--- config.mk ---
export PLATFORM = sky130hd
export DESIGN_NAME = flw_sensor_port
export DESIGN_NICKNAME = d
export VERILOG_FILES = /design/src/hw/flw_pkg.sv /design/src/hw/flw_crc_if.sv /design/src/hw/flw_crc8.sv /design/src/hw/flw_sensor_port.sv
export SDC_FILE = /design/constraint.sdc
export NUM_CORES = 1
export LEC_CHECK = 0
export BUFFER_PORTS_ARGS = -buffer_cell sky130_fd_sc_hd__clkbuf_2
export CORE_ASPECT_RATIO = 1.5
export CORE_MARGIN = 2
export CORE_UTILIZATION = 50
export CTS_BUF_LIST = sky130_fd_sc_hd__clkbuf_4
export DETAILED_ROUTE_END_ITERATION = 12
export PLACE_DENSITY = 0.68
export SYNTH_ARGS = -nofsm -noshare
export SYNTH_HDL_FRONTEND = slang
export SYNTH_HIERARCHICAL = 1
export SYNTH_SLANG_ARGS = --single-unit
--- constraint.sdc ---
create_clock -name CLK -period 3.55 [get_ports CLK]
set_input_delay 0.355 -clock CLK [delete_from_list [all_inputs] [get_ports CLK]]
set_output_delay 0.355 -clock CLK [all_outputs]
set_load 0.01 [all_outputs]
--- src/hw/flw_pkg.sv ---
// Purpose: Shared constants and types of the flow sensor command port
// Assumes: 125 MHz core clock
// Notes:   Timing figures are kept in their own unit and converted here
`default_nettype none
package flw_pkg;
   // Target addressing and command codes
   localparam logic [6:0]  DEV_ADDR  = 7'h08;
   localparam logic [6:0]  GC_ADDR   = 7'h00;
   localparam logic [7:0]  GC_RESET  = 8'h06;
   localparam logic [15:0] CMD_WATER = 16'h3608;
   localparam logic [15:0] CMD_IPA   = 16'h3615;
   localparam logic [15:0] CMD_STOP  = 16'h3ff9;
   // Checksum
   localparam logic [7:0]  CRC_POLY  = 8'h31;
   localparam logic [7:0]  CRC_INIT  = 8'hff;
   // Serial framing
   localparam logic [3:0]  BITS      = 4'h8;
   localparam logic [1:0]  PART_HI   = 2'h0;
   localparam logic [1:0]  PART_LO   = 2'h1;
   localparam logic [1:0]  PART_CRC  = 2'h2;
   localparam logic [1:0]  WORD_FLAG = 2'h2;
   localparam logic [1:0]  WORD_END  = 2'h3;
   localparam logic [7:0]  IDLE_BYTE = 8'hff;
   // Flag word bit positions
   localparam int          FLAG_AIR  = 0;
   localparam int          FLAG_HIGH = 1;
   localparam int          FLAG_SMTH = 5;
   // Register byte offsets
   localparam logic [3:0]  OFS_CTRL  = 4'h0;
   localparam logic [3:0]  OFS_SMPL  = 4'h4;
   localparam logic [3:0]  OFS_EVNT  = 4'h8;
   localparam logic [3:0]  OFS_CMD   = 4'hc;
   // Control and status bit positions
   localparam int          CS_MEAS   = 0;
   localparam int          CS_VALID  = 1;
   localparam int          CS_IPA    = 2;
   localparam int          CS_BUSY   = 3;
   localparam int          CS_SMTH   = 4;
   localparam int          EV_AIR    = 0;
   localparam int          EV_HIGH   = 1;
   // Timing
   localparam int unsigned CLK_MHZ   = 125;
   localparam int unsigned T_WARM_US = 12000;
   localparam int unsigned T_STOP_US = 500;
   localparam int unsigned T_RST_US  = 25000;
   localparam int unsigned WARM_CYC  = T_WARM_US * CLK_MHZ;
   localparam int unsigned STOP_CYC  = T_STOP_US * CLK_MHZ;
   localparam int unsigned RST_CYC   = T_RST_US * CLK_MHZ;
   localparam int          TMR_W     = 22;
   // Serial engine states
   typedef enum logic [6:0] {
      ST_IDLE = 7'h01,
      ST_ADDR = 7'h02,
      ST_RX   = 7'h04,
      ST_ACK  = 7'h08,
      ST_TX   = 7'h10,
      ST_MACK = 7'h20,
      ST_IGN  = 7'h40
   } flw_state_t;
endpackage : flw_pkg
`default_nettype wire

--- src/hw/flw_crc_if.sv ---
// Purpose: Carries one data word to the checksum unit and its checksum back
// Assumes: Purely combinational path
// Notes:   calc side computes, user side supplies the word
`default_nettype none
interface flw_crc_if;
   logic [15:0] data;
   logic [7:0]  crc;
   modport calc (input data, output crc);
   modport user (output data, input crc);
endinterface : flw_crc_if
`default_nettype wire

--- src/hw/flw_crc8.sv ---
// Purpose: Checksum of one 16-bit word, most significant bit first
// Assumes: Word is stable for the cycle it is read
// Notes:   No reflection and no final inversion
`default_nettype none
module flw_crc8
   import flw_pkg::*;
(
   // Word in, checksum out
   flw_crc_if.calc cif
);
   logic [7:0] c;
   logic       fb;

   always_comb begin
      c  = CRC_INIT;
      fb = 1'b0;
      for (int i = 15; i >= 0; i--) begin
         fb = c[7] ^ cif.data[i];
         c  = {c[6:0], 1'b0} ^ (fb ? CRC_POLY : 8'h00);
      end
      cif.crc = c;
   end
endmodule : flw_crc8
`default_nettype wire

--- src/hw/flw_sensor_port.sv ---
// Purpose: Two-wire target and command decoder of a liquid flow sensor
// Assumes: SCL and SDA come from the pins; samples are written by software
// Notes:   Pins are oversampled; no clock stretching is done
//
// The register addresses and the Avalon-MM interface to the registers were left to the implementer.
`default_nettype none
// Behaviour
// - Answer only at address 8 and general call
// - Header is address then direction bit
// - Command is 16 bits, high byte first
// - Each read word followed by its checksum
// - Master NACK plus STOP ends read cleanly
// - 0x3608 water start, 0x3615 alcohol start
// - First results readable 12 ms after start
// - NACK read header while no results exist
// - Read gives flow, temperature, flags with checksums
// - Each read header delivers the latest results
// - Flag bit 0 air, bit 1 high flow
// - Flag bit 5 shows exponential smoothing
// - Flag bits 2-4 and 6-15 reserved
// - 0x3ff9 stops measurement and enters idle
// - Up to 0.5 ms deaf after stop
// - While measuring accept only stop or reset
// - General call 0x06 resets, deaf 25 ms
// - Checksum poly 0x31, init 0xff, no reflection
// - Air and high flow flags latch until read
// - Flow and temperature are signed 16-bit
module flw_sensor_port
   import flw_pkg::*;
#(
   parameter int unsigned WARM_CYCLES  = WARM_CYC,
   parameter int unsigned STOP_CYCLES  = STOP_CYC,
   parameter int unsigned RESET_CYCLES = RST_CYC
) (
   // Clock and reset
   input  wire logic        CLK,
   input  wire logic        RST_N,
   // Two-wire bus pins
   input  wire logic        SCL_I,
   input  wire logic        SDA_I,
   output var  logic        SDA_O,
   output var  logic        SDA_OE_N,
   // Register bus
   input  wire logic [3:0]  AVS_ADDRESS,
   input  wire logic        AVS_READ,
   input  wire logic        AVS_WRITE,
   input  wire logic [31:0] AVS_WRITEDATA,
   input  wire logic [3:0]  AVS_BYTEENABLE,
   output var  logic [31:0] AVS_READDATA,
   output var  logic        AVS_WAITREQUEST
);
   typedef struct packed {
      logic [2:0]       scl_sy;
      logic [2:0]       sda_sy;
      flw_state_t       st;
      logic [3:0]       bitcnt;
      logic [7:0]       sr;
      logic             rd;
      logic             gc;
      logic             second;
      logic             ackd;
      logic [7:0]       cmd_hi;
      logic [1:0]       part;
      logic [1:0]       widx;
      logic [2:0][15:0] snap;
      logic             sda_o;
      logic             sda_oe_n;
      logic             meas;
      logic             ipa;
      logic             valid;
      logic             busy;
      logic [TMR_W-1:0] tmr;
      logic [15:0]      flow;
      logic [15:0]      temp;
      logic             air;
      logic             high;
      logic             smooth;
      logic [15:0]      last_cmd;
      logic             waitrequest;
      logic [31:0]      rdata;
   } flw_regs_t;

   flw_regs_t   s;
   flw_regs_t   n;
   flw_crc_if   cif ();

   logic        scl_rise;
   logic        scl_fall;
   logic        sda_in;
   logic        start_c;
   logic        stop_c;
   logic        wr_take;
   logic        clr;
   logic        ev_air;
   logic        ev_high;
   logic        ack;
   logic [15:0] cmd;
   logic [15:0] flags_word;
   logic [15:0] cur_word;
   logic [7:0]  cur_byte;
   logic [31:0] smp;
   logic [31:0] rd_mux;
   logic [1:0]  nx_part;
   logic [1:0]  nx_widx;

   // Edges are taken only from the second and third stage, never the first
   assign scl_rise = s.scl_sy[1] & ~s.scl_sy[2];
   assign scl_fall = ~s.scl_sy[1] & s.scl_sy[2];
   assign sda_in   = s.sda_sy[1];
   assign start_c  = s.scl_sy[1] & s.scl_sy[2] & ~s.sda_sy[1] & s.sda_sy[2];
   assign stop_c   = s.scl_sy[1] & s.scl_sy[2] & s.sda_sy[1] & ~s.sda_sy[2];

   // Reserved bits forced low so the master may ignore them
   assign flags_word = {10'h000, s.smooth, 3'h0, s.high, s.air};

   assign cur_word = (s.widx == WORD_END) ? 16'h0000 : s.snap[s.widx];
   assign cif.data = cur_word;

   flw_crc8 u_crc (
      .cif (cif)
   );

   always_comb begin
      unique case (s.part)
         PART_HI:  cur_byte = cur_word[15:8];
         PART_LO:  cur_byte = cur_word[7:0];
         default:  cur_byte = cif.crc;
      endcase
      // Past the ninth byte the line is left released
      if (s.widx == WORD_END) begin
         cur_byte = IDLE_BYTE;
      end
   end

   always_comb begin
      unique case (AVS_ADDRESS)
         OFS_CTRL: rd_mux = {27'h0, s.smooth, s.busy, s.ipa, s.valid, s.meas};
         OFS_SMPL: rd_mux = {s.temp, s.flow};
         OFS_EVNT: rd_mux = {16'h0000, flags_word};
         OFS_CMD:  rd_mux = {16'h0000, s.last_cmd};
         default:  rd_mux = 32'h0000_0000;
      endcase
   end

   always_comb begin
      n        = s;
      ack      = 1'b0;
      cmd      = {s.cmd_hi, s.sr};
      smp      = {s.temp, s.flow};
      nx_part  = s.part;
      nx_widx  = s.widx;
      n.scl_sy = {s.scl_sy[1:0], SCL_I};
      n.sda_sy = {s.sda_sy[1:0], SDA_I};

      // Bus slave: answer one cycle after the request, complete on the next edge
      wr_take       = AVS_WRITE & ~s.waitrequest;
      n.waitrequest = 1'b1;
      if ((AVS_READ | AVS_WRITE) & s.waitrequest) begin
         n.waitrequest = 1'b0;
         n.rdata       = rd_mux;
      end
      for (int b = 0; b < 4; b++) begin
         if (AVS_BYTEENABLE[b]) begin
            smp[b*8 +: 8] = AVS_WRITEDATA[b*8 +: 8];
         end
      end
      if (wr_take && AVS_ADDRESS == OFS_SMPL && s.meas) begin
         n.temp = smp[31:16];
         n.flow = smp[15:0];
      end
      if (wr_take && AVS_ADDRESS == OFS_CTRL && AVS_BYTEENABLE[0]) begin
         n.smooth = AVS_WRITEDATA[CS_SMTH] & s.meas;
      end
      ev_air  = wr_take && AVS_ADDRESS == OFS_EVNT && AVS_BYTEENABLE[0] && AVS_WRITEDATA[EV_AIR] && s.meas;
      ev_high = wr_take && AVS_ADDRESS == OFS_EVNT && AVS_BYTEENABLE[0] && AVS_WRITEDATA[EV_HIGH] && s.meas;

      // Flags delivered with the low flag byte; only the bits actually sent are cleared
      clr    = (s.st == ST_TX) && scl_fall && s.bitcnt == BITS && s.widx == WORD_FLAG && s.part == PART_LO;
      n.air  = (s.air & ~(clr & s.snap[WORD_FLAG][FLAG_AIR])) | ev_air;
      n.high = (s.high & ~(clr & s.snap[WORD_FLAG][FLAG_HIGH])) | ev_high;

      // Shared timer: warm-up, stop settling and reset settling never overlap; each new load replaces the running count
      if (s.tmr != '0) begin
         n.tmr = s.tmr - 1'b1;
      end else if (s.busy) begin
         n.busy = 1'b0;
      end else if (s.meas && !s.valid) begin
         n.valid = 1'b1;
      end

      // Serial engine
      if (stop_c) begin
         n.st       = ST_IDLE;
         n.sda_oe_n = 1'b1;
         n.second   = 1'b0;
      end else if (start_c) begin
         n.st       = ST_ADDR;
         n.bitcnt   = '0;
         n.sda_oe_n = 1'b1;
         n.second   = 1'b0;
      end else begin
         unique case (s.st)
            ST_IDLE, ST_IGN: begin
               n.sda_oe_n = 1'b1;
            end
            ST_ADDR, ST_RX: begin
               if (scl_rise) begin
                  n.sr     = {s.sr[6:0], sda_in};
                  n.bitcnt = s.bitcnt + 1'b1;
               end else if (scl_fall && s.bitcnt == BITS) begin
                  n.bitcnt = '0;
                  n.st     = ST_ACK;
                  if (s.st == ST_ADDR) begin
                     n.rd = s.sr[0];
                     n.gc = 1'b0;
                     if (s.sr[7:1] == DEV_ADDR && !s.busy) begin
                        ack = s.sr[0] ? s.valid : 1'b1;
                     end else if (s.sr[7:1] == GC_ADDR && !s.sr[0] && !s.busy) begin
                        ack  = 1'b1;
                        n.gc = 1'b1;
                     end
                     if (ack && s.sr[0]) begin
                        n.snap = {flags_word, s.temp, s.flow};
                        n.part = PART_HI;
                        n.widx = '0;
                     end
                  end else if (s.gc) begin
                     ack = (s.sr == GC_RESET);
                     if (ack) begin
                        n.meas   = 1'b0;
                        n.valid  = 1'b0;
                        n.ipa    = 1'b0;
                        n.air    = 1'b0;
                        n.high   = 1'b0;
                        n.smooth = 1'b0;
                        n.busy   = 1'b1;
                        n.tmr    = TMR_W'(RESET_CYCLES - 1);
                     end
                  end else if (!s.second) begin
                     ack      = 1'b1;
                     n.cmd_hi = s.sr;
                     n.second = 1'b1;
                  end else begin
                     n.second = 1'b0;
                     if (cmd == CMD_STOP) begin
                        ack      = 1'b1;
                        n.meas   = 1'b0;
                        n.valid  = 1'b0;
                        n.smooth = 1'b0;
                        n.busy   = 1'b1;
                        n.tmr    = TMR_W'(STOP_CYCLES - 1);
                     end else if (!s.meas && (cmd == CMD_WATER || cmd == CMD_IPA)) begin
                        ack     = 1'b1;
                        n.meas  = 1'b1;
                        n.valid = 1'b0;
                        n.ipa   = (cmd == CMD_IPA);
                        n.tmr   = TMR_W'(WARM_CYCLES - 1);
                     end
                     if (ack) begin
                        n.last_cmd = cmd;
                     end
                  end
                  n.ackd     = ack;
                  n.sda_oe_n = ~ack;
               end
            end
            ST_ACK: begin
               if (scl_fall) begin
                  if (!s.ackd) begin
                     n.sda_oe_n = 1'b1;
                     n.st       = ST_IGN;
                  end else if (s.rd) begin
                     n.sr       = cur_byte;
                     n.sda_oe_n = cur_byte[7];
                     n.bitcnt   = 4'h1;
                     n.st       = ST_TX;
                  end else begin
                     n.sda_oe_n = 1'b1;
                     n.st       = ST_RX;
                  end
               end
            end
            ST_TX: begin
               if (scl_fall) begin
                  if (s.bitcnt == BITS) begin
                     n.sda_oe_n = 1'b1;
                     n.st       = ST_MACK;
                  end else begin
                     n.sr       = {s.sr[6:0], 1'b1};
                     n.sda_oe_n = s.sr[6];
                     n.bitcnt   = s.bitcnt + 1'b1;
                  end
               end
            end
            ST_MACK: begin
               if (scl_rise) begin
                  if (sda_in) begin
                     n.st = ST_IGN;
                  end else begin
                     if (s.part == PART_CRC) begin
                        nx_part = PART_HI;
                        nx_widx = (s.widx == WORD_END) ? WORD_END : s.widx + 1'b1;
                     end else begin
                        nx_part = s.part + 1'b1;
                     end
                     n.part = nx_part;
                     n.widx = nx_widx;
                  end
               end else if (scl_fall) begin
                  n.sr       = cur_byte;
                  n.sda_oe_n = cur_byte[7];
                  n.bitcnt   = 4'h1;
                  n.st       = ST_TX;
               end
            end
            default: begin
               n.st       = ST_IDLE;
               n.sda_oe_n = 1'b1;
            end
         endcase
      end
   end

   always_ff @(posedge CLK or negedge RST_N) begin
      if (!RST_N) begin
         s             <= '0;
         s.scl_sy      <= '1;
         s.sda_sy      <= '1;
         s.sr          <= '1;
         s.st          <= ST_IDLE;
         s.sda_oe_n    <= 1'b1;
         s.waitrequest <= 1'b1;
      end else begin
         s <= n;
      end
   end

   assign SDA_O           = s.sda_o;
   assign SDA_OE_N        = s.sda_oe_n;
   assign AVS_READDATA    = s.rdata;
   assign AVS_WAITREQUEST = s.waitrequest;

   AST_ADDR_MATCH: assert property (@(posedge CLK) disable iff (!RST_N)
      ($past(s.st) == ST_ADDR && s.st == ST_ACK && s.ackd)
      |-> ($past(s.sr[7:1]) == DEV_ADDR || ($past(s.sr[7:1]) == GC_ADDR && !$past(s.sr[0]))))
      else $error("Header acknowledged at a foreign address");
   AST_NO_DATA_NACK: assert property (@(posedge CLK) disable iff (!RST_N)
      ($past(s.st) == ST_ADDR && s.st == ST_ACK && s.rd && !$past(s.valid)) |-> s.sda_oe_n)
      else $error("Read header acknowledged without results");
   AST_CRC_CHECK: assert property (@(posedge CLK) disable iff (!RST_N)
      (cif.data == 16'hbeef) |-> (cif.crc == 8'h92))
      else $error("Checksum of known word is wrong");
   AST_WARM: assert property (@(posedge CLK) disable iff (!RST_N)
      $rose(s.valid) |-> ($past(s.meas) && $past(s.tmr) == '0 && !$past(s.busy)))
      else $error("Results valid before warm-up ended");
   AST_START_LOAD: assert property (@(posedge CLK) disable iff (!RST_N)
      $rose(s.meas) |-> (s.tmr == TMR_W'(WARM_CYCLES - 1) && !s.valid
         && s.ipa == (s.last_cmd == CMD_IPA)))
      else $error("Start command did not arm warm-up");
   AST_ONLY_STOP: assert property (@(posedge CLK) disable iff (!RST_N)
      $fell(s.meas) |-> (s.busy && (s.last_cmd == CMD_STOP || $past(s.gc))))
      else $error("Measurement ended without stop or reset");
   AST_DEAF: assert property (@(posedge CLK) disable iff (!RST_N)
      ($past(s.busy) && $past(s.st) == ST_ADDR && s.st == ST_ACK) |-> (!s.ackd ##1 s.sda_oe_n))
      else $error("Header acknowledged while settling");
   AST_STOP_RELEASE: assert property (@(posedge CLK) disable iff (!RST_N)
      stop_c |=> (s.sda_oe_n && s.st == ST_IDLE))
      else $error("Data line held after stop");
   // A soft reset clears the flag as well
   AST_STICKY: assert property (@(posedge CLK) disable iff (!RST_N)
      (s.air && !clr) |=> (s.air || ($past(s.gc) && s.busy)))
      else $error("Air flag dropped before readout");
   AST_RSVD: assert property (@(posedge CLK) disable iff (!RST_N)
      (s.st == ST_TX && s.widx == WORD_FLAG && s.part == PART_HI) |-> (s.snap[WORD_FLAG][15:6] == 10'h000
         && s.snap[WORD_FLAG][4:2] == 3'h0))
      else $error("Reserved flag bits not zero");
endmodule : flw_sensor_port
`default_nettype wire

# Yosys cells after proc, flatten, opt, wreduce, memory -nomap -nowiden
# Index checks and enable logic that the tools add are counted.
# word_totals
ff_bits,187
inputBits,46
elab_cells,348
# op_classes
addsub,4
magnitude_cmp,1
n_eq_ne,58
muxes,134
n_bitwise,62
n_reduce_logical,58
# ops
cell,count
2-to-1 mux 19 bit,9
case mux 32 bit (4 select lines),1
2-to-1 mux 62 bit,2
bitwise XOR 8 bit,15
2-to-1 mux 26 bit,4
2-to-1 mux 52 bit,2
2-to-1 mux 6 bit,16
2-to-1 mux 24 bit,3
2-to-1 mux 22 bit,3
2-to-1 mux 16 bit,4
2-to-1 mux 27 bit,2
2-to-1 mux 1 bit,51
"equality test 16 x 14 -> 1 bit, second input constant",3
2-to-1 mux 12 bit,4
case mux 12 bit (4 select lines),1
2-to-1 mux 7 bit,6
2-to-1 mux 8 bit,5
case mux 7 bit (5 select lines),1
2-to-1 mux 33 bit,1
binary-select mux 16 bit (select 2 bit),1
"!= test 2 bit, second input constant",16
AND reduction 10 bit,3
"!= test 4 bit, second input constant",7
"!= test 3 bit, second input constant",9
54 further kinds,148

# Logic depth before layout (Yosys ltp)
# Gate-level depths: netlist of the first run.
# depth
depth_word,58
mapped_depth,12
mapped_depth_nobuf,10

# Hierarchy
# Netlist of the first run, hierarchy kept.
# by_module_without_submodules
module,n_inst,cells_each,area_each_um2,seq_area_each_um2
flw_sensor_port,1,904,9536.6,4700.8
flw_crc8,1,32,419.2,0.0

# Worst setup path before layout of the first run
# OpenSTA, ideal clock, no wires.
# synth_timing
path_type,register to register
startpoint,register s[161] (netlist name)
endpoint,"register s, in the netlist SDA_OE_N"
arrival_ns,2.898
required_ns,3.467
setup_slack_ns,0.568
stages_incl_launch_ff,12
synth_period_minus_slack_ns,2.982
cell_sequence,dfrtp_1 -> clkbuf_1 -> clkbuf_1 -> clkbuf_1 -> nor2_1 -> xnor3_1 -> xor2_1 -> xnor2_1 -> xnor2_1 -> a221oi_1 -> a21boi_0 -> o32a_1
# synth_via
elab_chain_len,36
elab_cells_between_ends,55
cone_classes,eq/ne: 1; mux: 26; bitwise: 28
# synth_rtl
element,line,source
start: declaration,flw_sensor_port.sv:83,flw_regs_t s;
start signal: assignment,flw_sensor_port.sv:334,s <= n;
binary-select mux 16 bit (select 2 bit),flw_sensor_port.sv:116,assign cur_word = (s.widx == WORD_END) ? 16'h0000 : s.snap[s.widx];
2-to-1 mux 16 bit (not written as such),flw_sensor_port.sv:116,
2-to-1 mux 16 bit *,flw_sensor_port.sv:116,
via cif.data[14],flw_crc_if.sv:6,logic [15:0] data;
bitwise XOR 1 bit *,flw_crc8.sv:18,fb = c[7] ^ cif.data[i];
2-to-1 mux 6 bit *,flw_crc8.sv:19,"c = {c[6:0], 1'b0} ^ (fb ? CRC_POLY : 8'h00);"
bitwise XOR 8 bit * (3 in series),flw_crc8.sv:19,
bitwise XOR 1 bit,flw_crc8.sv:18,
[... 19 more ...],-,
via cif.crc[7],flw_crc_if.sv:7,logic [7:0] crc;
case mux 8 bit (2 select lines) *,flw_sensor_port.sv:124,unique case (s.part)
2-to-1 mux 8 bit *,flw_sensor_port.sv:130,if (s.widx == WORD_END) begin
2-to-1 mux 1 bit,flw_sensor_port.sv:272,end else if (s.rd) begin
2-to-1 mux 1 bit,flw_sensor_port.sv:269,if (!s.ackd) begin
2-to-1 mux 1 bit,flw_sensor_port.sv:268,if (scl_fall) begin
case mux 1 bit (4 select lines) *,flw_sensor_port.sv:202,unique case (s.st)
2-to-1 mux 1 bit *,flw_sensor_port.sv:196,end else if (start_c) begin
2-to-1 mux 1 bit *,flw_sensor_port.sv:192,if (stop_c) begin
# The timed path passes the listed nets; every way through them passes the cells marked *. The select of a mux whose other input is x is not followed.
# A chain may end at the register's enable or synchronous reset.

# Final worst setup path of the first run
# layout_timing
startpoint,register s[161] (netlist name)
endpoint,"register s, in the netlist cmd[4]"
# layout_via
elab_cells_between_ends,53
cone_classes,eq/ne: 1; mux: 24; bitwise: 28
# layout_lines
element,line
binary-select mux 16 bit (select 2 bit),flw_sensor_port.sv:116
2-to-1 mux 16 bit (not written as such),flw_sensor_port.sv:116
2-to-1 mux 16 bit *,flw_sensor_port.sv:116
via cif.data[0],flw_crc_if.sv:6
bitwise XOR 1 bit *,flw_crc8.sv:18
2-to-1 mux 6 bit *,flw_crc8.sv:19
bitwise XOR 8 bit *,flw_crc8.sv:19
via cif.crc[4],flw_crc_if.sv:7
case mux 8 bit (2 select lines) *,flw_sensor_port.sv:124
2-to-1 mux 8 bit *,flw_sensor_port.sv:130
2-to-1 mux 12 bit,flw_sensor_port.sv:272
2-to-1 mux 12 bit,flw_sensor_port.sv:269
2-to-1 mux 19 bit,flw_sensor_port.sv:268
case mux 12 bit (4 select lines) *,flw_sensor_port.sv:202
# Marks and branches as above.

==> reports/summary.log, run 1 <==
[sta] sum of negative setup slack 0 ns
[job] number of max-cap violations 0
[final_layout] Layout area overhead 9.69%
[floorplanning] Die Area 21100 um2
[floorplanning] die outline width 119 um
[placement] Port Buffer Count 79
[floorplanning] number of top-level pins 81
[cts] clk sinks 187
[cts] Clock Tree Buf Depth 2
[setup_path] family of cells with the greatest summed delay on the critical path XOR/XNOR gates
[setup_path] end of the worst register-to-register path cmd[4]
[setup_path] end of the critical path cmd[4]
[yosys] prevailing post-synth register cell dfrtp_1
[yosys] Post-Synthesis Net Count 989
[setup_path] Critical Path Stages 9
[cts] post-CTS setup buffer count 0
[sta] hold violation total from the final report 0
[sta] RSZ-0062 raised after global routing no
[route] average via count per standard cell 5.60
[floorplanning] core area 19600 um2
[cts] TritonCTS clock tree yes
[sta] final critical-path share of the clock period 0.899
[setup_path] critical path's slowest cell dfrtp_1
[global_routing] initial antenna violation count 1
[yosys] number of synthesized register bits 187
[setup_path] Setup crit end kind flop
[sta] skew final 0.0266 ns
[yosys] fraction of synthesized cell area taken by the top area cell type 0.427
[yosys] Warnings, synthesis 6
[yosys] cell area after technology mapping 9960 um2
[yosys] Async S/R FF share, synth 1.00
[global_routing] total gr overflow 0
[cts] clock buffer count from CTS 17
[setup_path] delay of the slowest cell on the worst path 0.88 ns
[pwr] Lkg Pwr 5.25 nW
[sta] total count of max-transition violations in the final report 0
[floorplanning] DIE HEIGHT 177 um
[global_routing] pin count of the biggest net entering global routing 120
[floorplanning] starting density of the core 0.507
[placement] cell area after placement 10300 um2
[route] violation count after the first detailed-route iteration 337
[setup_path] Worst Reg2Reg Path Length in Cells 9
[sta] Finish-stage setup viols 0
[setup_path] Most common cell on crit path o21ai_0
[pwr] largest voltage drop on the vdd net 0.349 mV
[yosys] most frequently used cell type in the post-synthesis netlist dfrtp_1
[sta] Period minus WS final 3.19 ns
[placement] gp weighted congestion 0.871
[route] number of iterations in the first detailed-routing pass 5
[yosys] post-synthesis cell type count 84
[route] via count 7130
[setup_path] RR Startpoint s[161]
[sta] Worst slew margin 0.240
[sta] worst-margin pin slew 1.14 ns
[setup_path] worst setup path class reg2reg
[setup_path] Worst setup SP type flop
[yosys] sequential area share after synthesis 0.472
[global_routing] All-Layer GR Usage 0.230
[global_routing] vias in the first global route 7247
[cts] CTS H-Tree Depth 4
[sta] upper clock frequency limit 0.313 GHz
[floorplanning] Cell Rows 63
[cts] worst skew pair latency 0.61 ns
[route] remaining number of nets flagged by the antenna check after routing 0
[cts] root buffer cell clkbuf_4
[yosys] mean instance size in the synthesized netlist 10.6 um2
[setup_path] sequence of cells on the critical path nor2b_1 -> nand2_1 -> o21ai_0 -> xnor3_1 -> xnor2_1 -> xor3_4 -> o21ai_0 -> a211oi_1 -> a21o_1
[yosys] synthesized netlist cell count 936
[min_path] Tightest Hold Check Type in2reg
[setup_path] critical path startpoint s[161]
[setup_path] Data required, critical path 4.09 ns
[final_layout] number of nets in the final layout 1052
[yosys] number of synthesized flops with an enable pin 0
[yosys] synth top area cells dfrtp_1 43%, mux2_2 5.5%, mux2_4 4.5%, dfstp_2 4.5%, nand2_1 4.2%
[setup_path] Crit path buffers/inverters 0
[route] DRC errors left 0
[setup_path] Arrival @ worst endpoint 3.73 ns
[yosys] top cells by count, synth 170 x dfrtp_1, 111 x nand2_1, 55 x nor2_1
[pwr] areal power density over the cells 317 nW/um2
[setup_path] setup slack of the worst register-to-register path 0.36 ns
[placement] HPWL after DPL 16800 um
[route] Routed WL per cell 18.0 um
[final_layout] Layout Cell Area excl Fill 10900 um2
[setup_path] maximum fanout count along the critical path 28
[yosys] most area-hungry cell type in the Yosys netlist dfrtp_1
[final_layout] layout cell share with drive strength beyond 1 0.245
[route] total routed wirelength 23000 um
[run_status] run status finished clean
[global_routing] wire length of the first global-routing pass 37900 um
[cts] Reg clk slew, reported paths 0.16 ns
[per-stage QoR]
| stage | power [mW] | hold slack [ns] | std cells | setup WS, ns | utilization |
|---|---|---|---|---|---|
| after global placement | 2.40 | 0.238 | 1205 | 0.453 | 0.526 |
| after CTS | 3.50 | 0.0114 | 1272 | 0.343 | 0.556 |
| final | 3.46 | 0.0552 | 1273 | 0.358 | 0.556 |
| after floorplan | 2.29 | 0.0594 | 936 | 0.568 | - |
| after global routing | 3.60 | 0.0229 | 1273 | 0.163 | 0.556 |
| after detailed placement | 2.41 | 0.237 | 1205 | 0.375 | 0.526 |
[timing repair]
item / CTS / global route
endpoints found under the setup margin: 0 / 0
resized for setup: 0 / 0
hold buffers: 35 / 0
endpoints found under the hold margin: 54 / 0
[cell usage in the layout (no fill, tap or decap), types with 17 or more instances in the layout]
master	n
dfrtp_1	170
nand2_1	111
clkbuf_2	78
nor2_1	55
o21ai_0	54
mux2_2	49
a21oi_1	35
dlygate4sd3_1	35
mux2_4	30
xnor2_1	29
nor3_1	24
mux2i_1	19
inv_1	18
dfstp_2	17
clkbuf_4	17
[where the power goes]
part,total [mW],switching [mW],internal (mW)
Clock,1.07,0.777,0.290
Sequential,2.18,0.0298,2.15
Combinational,0.210,0.128,0.0818
Total,3.46,0.935,2.52
[layout make-up]
type | count | area [um2]
fill | 1727 | 8710
multi-input combinational | 649 | 4730
sequential | 187 | 4700
timing repair buffer | 126 | 857
tap | 260 | 325
clock buffer | 17 | 128
clock inverter | 15 | 114
inverter | 18 | 67.6
antenna | 1 | 2.50
[layer usage]
metal / wire, um / vias up / GRT usage
met5: 0 / - / 0
met4: 552 / 0 / 0.0729
met3: 642 / 33 / 0.0412
met2: 12800 / 120 / 0.433
met1: 8970 / 3545 / 0.260
li1: - / 3432 / -
[worst register-to-register path: stages (launching register included)]
cell and delay [ns]:
dfrtp_1 0.88, nor2b_1 0.37, nand2_1 0.08, o21ai_0 0.16, xnor3_1 0.52, xnor2_1 0.31
xor3_4 0.39, o21ai_0 0.16, a211oi_1 0.09, a21o_1 0.17
[cell families (layout without fill, tap and decap cells)]
group / Yosys count / after routing / synth area share
simple gates: 306 / 306 / 0.159
flops: 187 / 187 / 0.472
compound gates: 182 / 182 / 0.119
mux: 100 / 100 / 0.124
buf+inv: 100 / 176 / 0.0552
xor+xnor: 53 / 53 / 0.0607
fa+ha+maj: 7 / 7 / 0.00880
other cells: 1 / 2 / 0.000377
[worst min-delay path by stage]
stage	start	to	slack, ns	cells after the start
finish	AVS_READ	AVS_WAITREQUEST	0.06	2
global route	AVS_READ	AVS_WAITREQUEST	0.02	2
CTS	AVS_READ	AVS_WAITREQUEST	0.01	2
detailed placement	RST_N	s[187]	0.24	1
global placement	RST_N	s[187]	0.24	1
floorplan	RST_N	AVS_READDATA[0]	0.06	0
[flip-flops by register name, summed over array words and instances, names as in the netlist]
register         count
AVS_READDATA        32
SDA_OE_N             1
cmd                 16
flags_word           3
n                    4
s                  130
AVS_WAITREQUEST      1
Power figures use the tool's default switching activity.
==> run 2: changes to the inputs <==
ABC_AREA = 1   (was not set)
ABC_CLOCK_PERIOD_IN_PS = 3550   (was not set)
CELL_PAD_IN_SITES_DETAIL_PLACEMENT = 1   (was not set)
CELL_PAD_IN_SITES_GLOBAL_PLACEMENT = 1   (was not set)
CORE_UTILIZATION = 46   (was 50)
PLACE_DENSITY = not set   (was 0.68)
PLACE_DENSITY_LB_ADDON = 0.1   (was not set)
==> run 2 against run 1 <==
  * Final cell count grew 38%
  * Sequential cell count did not move
  * Critical endpoint is now cmd[5]
  * Largest power group is now combinational logic
  * Maximum frequency grew 0.81%
==> reports/summary.log, run 2 <==
[run_status] run status finished clean [unchanged]
[setup_path] Worst setup SP type flop [unchanged]
[floorplanning] Cell Rows 67 [was 63]
[final_layout] Layout Cell Area excl Fill 11700 um2 [was 10900 um2]
[floorplanning] die outline width 128 um [was 119 um]
[yosys] post-synthesis cell type count 46 [was 84]
[final_layout] layout cell share with drive strength beyond 1 0.163 [was 0.245]
[setup_path] worst setup path class reg2reg [unchanged]
[route] remaining number of nets flagged by the antenna check after routing 0 [unchanged]
[cts] Reg clk slew, reported paths 0.17 ns [was 0.16 ns]
[final_layout] most common library cell in the layout ignoring fill and taps nand2_1 [was dfrtp_1]
[placement] gp weighted congestion 0.875 [was 0.871]
[floorplanning] Die Area 24200 um2 [was 21100 um2]
[floorplanning] core area 22500 um2 [was 19600 um2]
[global_routing] All-Layer GR Usage 0.262 [was 0.230]
[sta] RSZ-0062 raised after global routing no [unchanged]
[placement] Port Buffer Count 79 [unchanged]
[yosys] mean instance size in the synthesized netlist 7.59 um2 [was 10.6 um2]
[sta] worst-margin pin slew 0.946 ns [was 1.14 ns]
[setup_path] critical path's slowest cell dfrtp_1 [unchanged]
[setup_path] Data required, critical path 4.13 ns [was 4.09 ns]
[setup_path] Setup crit end kind flop [unchanged]
[route] highest signal layer in the routed design met4 [unchanged]
[route] DRC errors left 0 [unchanged]
[yosys] number of synthesized register bits 187 [unchanged]
[cts] clock buffer count from CTS 17 [unchanged]
[route] Routed WL per cell 17.1 um [was 18.0 um]
[final_layout] number of flip-flops under the largest register name 130 [unchanged]
[setup_path] family of cells with the greatest summed delay on the critical path simple AND/OR/NAND/NOR gates [was XOR/XNOR gates]
[final_layout] number of nets in the final layout 1522 [was 1052]
[cts] root buffer cell clkbuf_4 [unchanged]
[placement] pre-CTS setup slack 0.199 ns [was 0.375 ns]
[yosys] synthesized netlist cell count 1390 [was 936]
[route] wire length on met2 16700 um [was 12800 um]
[yosys] sequential area share after synthesis 0.446 [was 0.472]
[sta] upper clock frequency limit 0.316 GHz [was 0.313 GHz]
[final_layout] number of fill cells in the layout 2873 [was 1727]
[global_routing] vias in the first global route 10062 [was 7247]
[cts] worst skew pair latency 0.63 ns [was 0.61 ns]
[sta] final critical-path share of the clock period 0.892 [was 0.899]
[final_layout] Layout area overhead 10.9% [was 9.69%]
[final_layout] commonest non-fill, non-tap cells in the layout 421 x nand2_1, 170 x dfrtp_1, 167 x inv_1 [was 170 x dfrtp_1, 111 x nand2_1, 78 x clkbuf_2]
[yosys] synth top area cells dfrtp_1 40%, nand2_1 15%, inv_1 5.9%, o21ai_0 4.6%, nand3_1 4.3% [was dfrtp_1 43%, mux2_2 5.5%, mux2_4 4.5%, dfstp_2 4.5%, nand2_1 4.2%]
[global_routing] wire length of the first global-routing pass 49900 um [was 37900 um]
[route] via count 9168 [was 7130]
[placement] HPWL after DPL 22900 um [was 16800 um]
[floorplanning] DIE HEIGHT 189 um [was 177 um]
[sta] total count of max-transition violations in the final report 0 [unchanged]
[route] total routed wirelength 30100 um [was 23000 um]
[sta] Worst slew margin 0.367 [was 0.240]
[final_layout] Final Core Density 0.521 [was 0.556]
[yosys] Async S/R FF share, synth 1.00 [unchanged]
[setup_path] maximum fanout count along the critical path 16 [was 28]
[sta] skew final 0.0256 ns [was 0.0266 ns]
[route] average via count per standard cell 5.21 [was 5.60]
[yosys] prevailing post-synth register cell dfrtp_1 [unchanged]
[cts] clk sinks 187 [unchanged]
[setup_path] Arrival @ worst endpoint 3.74 ns [was 3.73 ns]
[sta] crit path setup slack, layout 0.384 ns [was 0.358 ns]
[setup_path] Crit path buffers/inverters 4 [was 0]
[floorplanning] starting density of the core 0.470 [was 0.507]
[cts] TritonCTS clock tree yes [unchanged]
[sta] Period minus WS final 3.17 ns [was 3.19 ns]
[final_layout] register with the most flip-flops s [unchanged]
[yosys] most frequently used cell type in the post-synthesis netlist nand2_1 [was dfrtp_1]
[route] violation count after the first detailed-route iteration 372 [was 337]
[floorplanning] number of top-level pins 81 [unchanged]
[yosys] most area-hungry cell type in the Yosys netlist dfrtp_1 [unchanged]
[route] number of iterations in the first detailed-routing pass 4 [was 5]
[pwr] areal power density over the cells 602 nW/um2 [was 317 nW/um2]
[min_path] Tightest Hold Check Type in2reg [unchanged]
[placement] cell area after placement 11000 um2 [was 10300 um2]
[pwr] post-route total power 7.04 mW [was 3.46 mW]
[yosys] Warnings, synthesis 6 [unchanged]
[yosys] number of synthesized flops with an enable pin 0 [unchanged]
[route] routed metal-1 wirelength 11600 um [was 8970 um]
[yosys] cell area after technology mapping 10600 um2 [was 9960 um2]
[yosys] top cells by count, synth 423 x nand2_1, 170 x dfrtp_1, 167 x inv_1 [was 170 x dfrtp_1, 111 x nand2_1, 55 x nor2_1]
[yosys] fraction of synthesized cell area taken by the top area cell type 0.403 [was 0.427]
[setup_path] delay of the slowest cell on the worst path 0.44 ns [was 0.88 ns]
[cts] CTS H-Tree Depth 4 [unchanged]
[yosys] Post-Synthesis Net Count 1443 [was 989]
[pwr] largest voltage drop on the vdd net 1.30 mV [was 0.349 mV]
[global_routing] pin count of the biggest net entering global routing 105 [was 120]
[global_routing] total gr overflow 0 [unchanged]
[cts] Clock Tree Buf Depth 2 [unchanged]
[setup_path] Most common cell on crit path nand2_1 [was o21ai_0]
[pwr] Lkg Pwr 5.88 nW [was 5.25 nW]
[route] metal3 WL 724 um [was 642 um]
[sta] Finish-stage setup viols 0 [unchanged]
[global_routing] initial antenna violation count 2 [was 1]
[job] number of max-cap violations 0 [unchanged]
[sta] hold violation total from the final report 0 [unchanged]
[sta] sum of negative setup slack 0 ns [unchanged]
run 2: cell types whose count changed in the layout (fill, tap and decap cells not counted), moves of 16 or more:
cell,delta
nand2_2,+32
o21ai_0,+42
xnor2_1,-19
nand2_1,+310
mux2_2,-38
o21ai_1,+29
nand3_1,+78
mux2i_1,-19
inv_1,+149
nor2_1,+43
inv_2,+16
mux2_4,-30
run 2: logic make-up (layout without fill, tap and decap cells):
kind of cell	Yosys count	count (layout)	synth area share
muxes	11	11	0.0117
other	1	3	0.000355
buffers and inverters	248	340	0.104
xor gates and xnor gates	23	23	0.0191
and+or+nand+nor	713	713	0.308
AOI/OAI and AO/OA	200	200	0.103
adders and majority gates	7	7	0.00830
DFF	187	187	0.446
run 2: final timing paths:
| check | end | slack, ns | startpoint | depth (start not counted) |
|---|---|---|---|---|
| worst max-delay path | cmd[5] | 0.38 | s[161] | 27 |
| worst min-delay path | flags_word[5] | 0.12 | AVS_ADDRESS[2] | 4 |
| worst max register to register | cmd[5] | 0.38 | s[161] | 27 |
| worst min register to register | n[200] | 0.37 | n[199] | 0 |
| max in group asynchronous | s[200] | 2.42 | RST_N | 3 |
| min in group asynchronous | s[73] | 0.22 | RST_N | 2 |
run 2: per-layer routing:
layer	global-route usage	vias up
li1	-	4534
met1	0.276	4434
met2	0.508	138
met3	0.0365	62
met4	0.111	0
met5	0	-
run 2: area by class of cell:
type | count | area [um2] | share of cell area
Clock inverter | 14 | 183 | 0.0156
Inverter | 185 | 697 | 0.0595
Multi-Input combinational cell | 955 | 4790 | 0.409
Sequential cell | 187 | 4700 | 0.402
Antenna cell | 2 | 5.00 | 0.000428
Clock buffer | 18 | 135 | 0.0115
Tap cell | 276 | 345 | 0.0295
Timing Repair Buffer | 123 | 847 | 0.0724
run 2: power by group:
| group | switching, mW | internal, mW |
|---|---|---|
| clock | 0.815 | 0.513 |
| combinational | 2.03 | 1.21 |
| sequential | 0.117 | 2.37 |
| total | 2.96 | 4.08 |
run 2: through the flow:
| stage | hold slack [ns] | instances |
|---|---|---|
| 3_3_place_gp | 0.328 | 1691 |
| 5_1_grt | 0.118 | 1760 |
| 6_report | 0.125 | 1760 |
| 2_1_floorplan | 0.0594 | 1390 |
| 4_1_cts | 0.0843 | 1758 |
| 3_5_place_dp | 0.328 | 1691 |
run 2: worst register-to-register path, stage by stage, from the launching register on:
cell,delay (ns)
dfrtp_1,0.44
inv_1,0.18
nand2_2,0.26
o22ai_1,0.38
inv_1,0.11
nand2_1,0.08
nand2_1,0.13
nand2_1,0.11
nand2_1,0.09
nand2_4,0.10
nand2_4,0.08
nand2_4,0.08
nand2_2,0.07
nand2_2,0.08
nand3_1,0.13
nand2_2,0.12
nand2_1,0.05
nand2_1,0.05
nand2_1,0.05
nand2_1,0.08
inv_1,0.05
nand2_1,0.05
inv_1,0.04
nand2_1,0.05
nand2_1,0.05
nand2_1,0.05
nand2_1,0.05
o21ai_1,0.10
run 2: timing repair:
item / 4_1_cts / 5_1_grt
hold buffers: 35 / 0
setup buffers: 0 / 0
resized for setup: 0 / 6
endpoints found under the hold margin: 81 / 0
endpoints found under the setup margin: 0 / 7
==> run 3: changes to the inputs <==
ABC_CLOCK_PERIOD_IN_PS = 3100   (was 3550)
CORE_UTILIZATION = 45   (was 46)
clock period = 3.1 ns   (was 3.55 ns; I/O delays follow)
==> run 3 against run 2 <==
  * Sequential share of layout area fell by 0.51 points
  * Clock power is 3% lower
  * Sequential cell count unchanged
  * Final cell count rose by 3.0%
  * Count of clock-buffer cells in the layout is 1 higher
  * Routed wire length rose by 2.3%
  * Critical path depth down 5
  * Design area up 1.3%
  * Global-route usage decreased by 0.13 points
  * Maximum frequency up 9.8%
  * Total power increased by 11%
  * Register-to-register slack got worse by 0.17 ns
  * Largest cell class unchanged
  * Highest routed layer unchanged
==> reports/summary.log, run 3 (same netlist as run 2, synthesis figures left out) <==
[setup_path] Data required, critical path 3.64 ns [was 4.13 ns]
[setup_path] Worst setup SP type flop [unchanged]
[pwr] post-route total power 7.84 mW [was 7.04 mW]
[cts] Reg clk slew, reported paths 0.17 ns [about the same]
[setup_path] maximum fanout count along the critical path 13 [was 16]
[final_layout] commonest non-fill, non-tap cells in the layout 420 x nand2_1, 169 x dfrtp_1, 165 x inv_1 [was 421 x nand2_1, 170 x dfrtp_1, 167 x inv_1]
[setup_path] Worst Reg2Reg Path Length in Cells 22 [was 27]
[global_routing] wire length of the first global-routing pass 49800 um [was 49900 um]
[route] Routed WL per cell 17.0 um [was 17.1 um]
[setup_path] Arrival @ worst endpoint 3.42 ns [was 3.74 ns]
[final_layout] Layout area overhead 12.4% [was 10.9%]
[final_layout] Layout Cell Area excl Fill 11900 um2 [was 11700 um2]
[setup_path] sequence of cells on the critical path inv_4 -> nand2_8 -> o22ai_1 -> buf_4 -> inv_2 -> nand2_1 -> nand2_1 -> nand2_4 -> nand2_4 -> nand2_4 -> nand3_2 -> nand2_2 -> xor2_1 -> xor2_1 -> nand2_1 -> nand2_1 -> inv_1 -> nand3_1 -> nand2_1 -> nand4_1 -> nor2_1 -> a21oi_1
[pwr] largest voltage drop on the vdd net 1.30 mV [about the same]
[sta] crit path setup slack, layout 0.217 ns [was 0.384 ns]
[cts] clock buffer count from CTS 17 [unchanged]
[setup_path] family of cells with the greatest summed delay on the critical path simple AND/OR/NAND/NOR gates [unchanged]
[min_path] number of stages on the worst hold path 4 [unchanged]
[cts] worst skew pair latency 0.63 ns [about the same]
[cts] Clock Tree Buf Depth 2 [unchanged]
[final_layout] layout cell share with drive strength beyond 1 0.177 [was 0.163]
[setup_path] worst setup path class reg2reg [unchanged]
[final_layout] number of nets in the final layout 1537 [was 1522]
[global_routing] vias in the first global route 9809 [was 10062]
[sta] hold violation total from the final report 0 [unchanged]
[final_layout] number of flip-flops under the largest register name 130 [unchanged]
[sta] total count of max-transition violations in the final report 0 [unchanged]
[route] violation count after the first detailed-route iteration 302 [was 372]
[cts] root buffer cell clkbuf_4 [unchanged]
[min_path] worst hold path endpoint flags_word[5] [unchanged]
[placement] cell area after placement 11100 um2 [was 11000 um2]
[pwr] Lkg Pwr 5.94 nW [was 5.88 nW]
[route] average via count per standard cell 5.15 [was 5.21]
[setup_path] Crit path buffers/inverters 4 [unchanged]
[placement] pre-CTS setup slack -0.104 ns [was 0.199 ns]
[global_routing] initial antenna violation count 1 [was 2]
[floorplanning] die outline width 129 um [was 128 um]
[setup_path] RR Startpoint s[161] [unchanged]
[route] remaining number of nets flagged by the antenna check after routing 0 [unchanged]
[floorplanning] number of top-level pins 81 [unchanged]
[job] number of max-cap violations 0 [unchanged]
[route] total routed wirelength 30800 um [was 30100 um]
[floorplanning] Cell Rows 68 [was 67]
[route] DRC errors left 0 [unchanged]
[min_path] Tightest Hold Check Type in2reg [unchanged]
[setup_path] delay of the slowest cell on the worst path 0.46 ns [was 0.44 ns]
[sta] Period minus WS final 2.88 ns [was 3.17 ns]
[min_path] HP Start AVS_ADDRESS[2] [unchanged]
[sta] upper clock frequency limit 0.347 GHz [was 0.316 GHz]
[final_layout] register with the most flip-flops s [unchanged]
[sta] final critical-path share of the clock period 0.930 [was 0.892]
[global_routing] pin count of the biggest net entering global routing 82 [was 105]
[placement] Port Buffer Count 79 [unchanged]
[setup_path] Most common cell on crit path nand2_1 [unchanged]
[final_layout] most common library cell in the layout ignoring fill and taps nand2_1 [unchanged]
[sta] RSZ-0062 raised after global routing yes [was no]
[floorplanning] DIE HEIGHT 192 um [was 189 um]
[global_routing] total gr overflow 0 [unchanged]
[cts] clk sinks 187 [unchanged]
[sta] Worst slew margin 0.397 [was 0.367]
[setup_path] Setup crit end kind flop [unchanged]
[placement] HPWL after DPL 23600 um [was 22900 um]
[sta] Finish-stage setup viols 0 [unchanged]
[pwr] areal power density over the cells 661 nW/um2 [was 602 nW/um2]
[cts] TritonCTS clock tree yes [unchanged]
[setup_path] end of the worst register-to-register path SDA_OE_N [was cmd[5]]
[sta] skew final 0.0335 ns [was 0.0256 ns]
[global_routing] All-Layer GR Usage 0.260 [was 0.262]
[placement] gp weighted congestion 0.877 [was 0.875]
[final_layout] Final Core Density 0.514 [was 0.521]
[sta] worst-margin pin slew 0.902 ns [was 0.946 ns]
[floorplanning] core area 23100 um2 [was 22500 um2]
[route] via count 9335 [was 9168]
[setup_path] setup slack of the worst register-to-register path 0.22 ns [was 0.38 ns]
[floorplanning] Die Area 24700 um2 [was 24200 um2]
[floorplanning] starting density of the core 0.458 [was 0.470]
[run_status] run status finished clean [unchanged]
[setup_path] critical path's slowest cell dfrtp_1 [unchanged]
[sta] sum of negative setup slack 0 ns [unchanged]
[route] number of iterations in the first detailed-routing pass 4 [unchanged]
[cts] CTS H-Tree Depth 4 [unchanged]
[run 3: cell count changes in the layout (fill, tap and decap cells not counted), sizes merged]
cell    before  now
diode        2    1
clkinv       3    5
clkbuf      97   98
buf          9   24
bufinv       3    0
[run 3: final cells by class]
class	instances	area [um2]
Antenna cell	1	2.50
Clock buffer	19	143
Clock inverter	13	111
Fill cell	2905	11200
Inverter	185	699
Multi-Input combinational cell	955	4860
Sequential cell	187	4700
Tap cell	315	394
Timing Repair Buffer	138	947
[run 3: metal layers]
metal / part of all wire / track usage / wire length [um] / vias up
met4: 0.032 / 0.0945 / 981 / 0
li1: - / - / - / 4569
met5: 0 / 0 / 0 / -
met2: 0.55 / 0.506 / 17100 / 127
met1: 0.40 / 0.282 / 12200 / 4580
met3: 0.018 / 0.0341 / 539 / 59
[run 3: worst max path at each step]
stage                     startpoint  endpoint  slack, ns  depth (start not counted)
after floorplan               s[160]  SDA_OE_N       0.29                         24
final                         s[161]  SDA_OE_N       0.22                         22
after global placement        s[160]    cmd[5]       0.15                         23
after global routing          s[161]    cmd[5]      -0.11                         28
after CTS                     s[160]    cmd[5]       0.09                         23
after detailed placement      s[160]    cmd[5]      -0.10                         23
[run 3: power breakdown]
part           total, mW  internal (mW)  leakage [nW]  switching (mW)
logic               3.70           1.38          3.37            2.32
registers           2.85           2.71          2.43           0.139
clock network       1.29          0.357         0.137           0.931
total               7.84           4.45          5.94            3.39
[run 3: worst register-to-register path: stages (launching register included)]
cell and delay, ns:
dfrtp_1 0.46, inv_4 0.14, nand2_8 0.11, o22ai_1 0.23, buf_4 0.19, inv_2 0.06
nand2_1 0.06, nand2_1 0.09, nand2_4 0.11, nand2_4 0.06, nand2_4 0.08, nand3_2 0.12
nand2_2 0.12, xor2_1 0.21, xor2_1 0.17, nand2_1 0.07, nand2_1 0.08, inv_1 0.05
nand3_1 0.07, nand2_1 0.07, nand4_1 0.08, nor2_1 0.05, a21oi_1 0.12
[run 3: what timing repair did]
| item | CTS | global route |
|---|---|---|
| resized for setup | 8 | 13 |
| endpoints found under the hold margin | 105 | 0 |
| setup buffers | 0 | 3 |
| endpoints found under the setup margin | 5 | 7 |
| hold buffers | 35 | 0 |
[run 3: through the flow]
step / hold slack [ns] / std cells
after floorplan: 0.0144 / 1390
after global placement: 0.347 / 1742
after detailed placement: 0.351 / 1742
after CTS: 0.0241 / 1809
after global routing: 0.0730 / 1813
final: 0.0633 / 1813
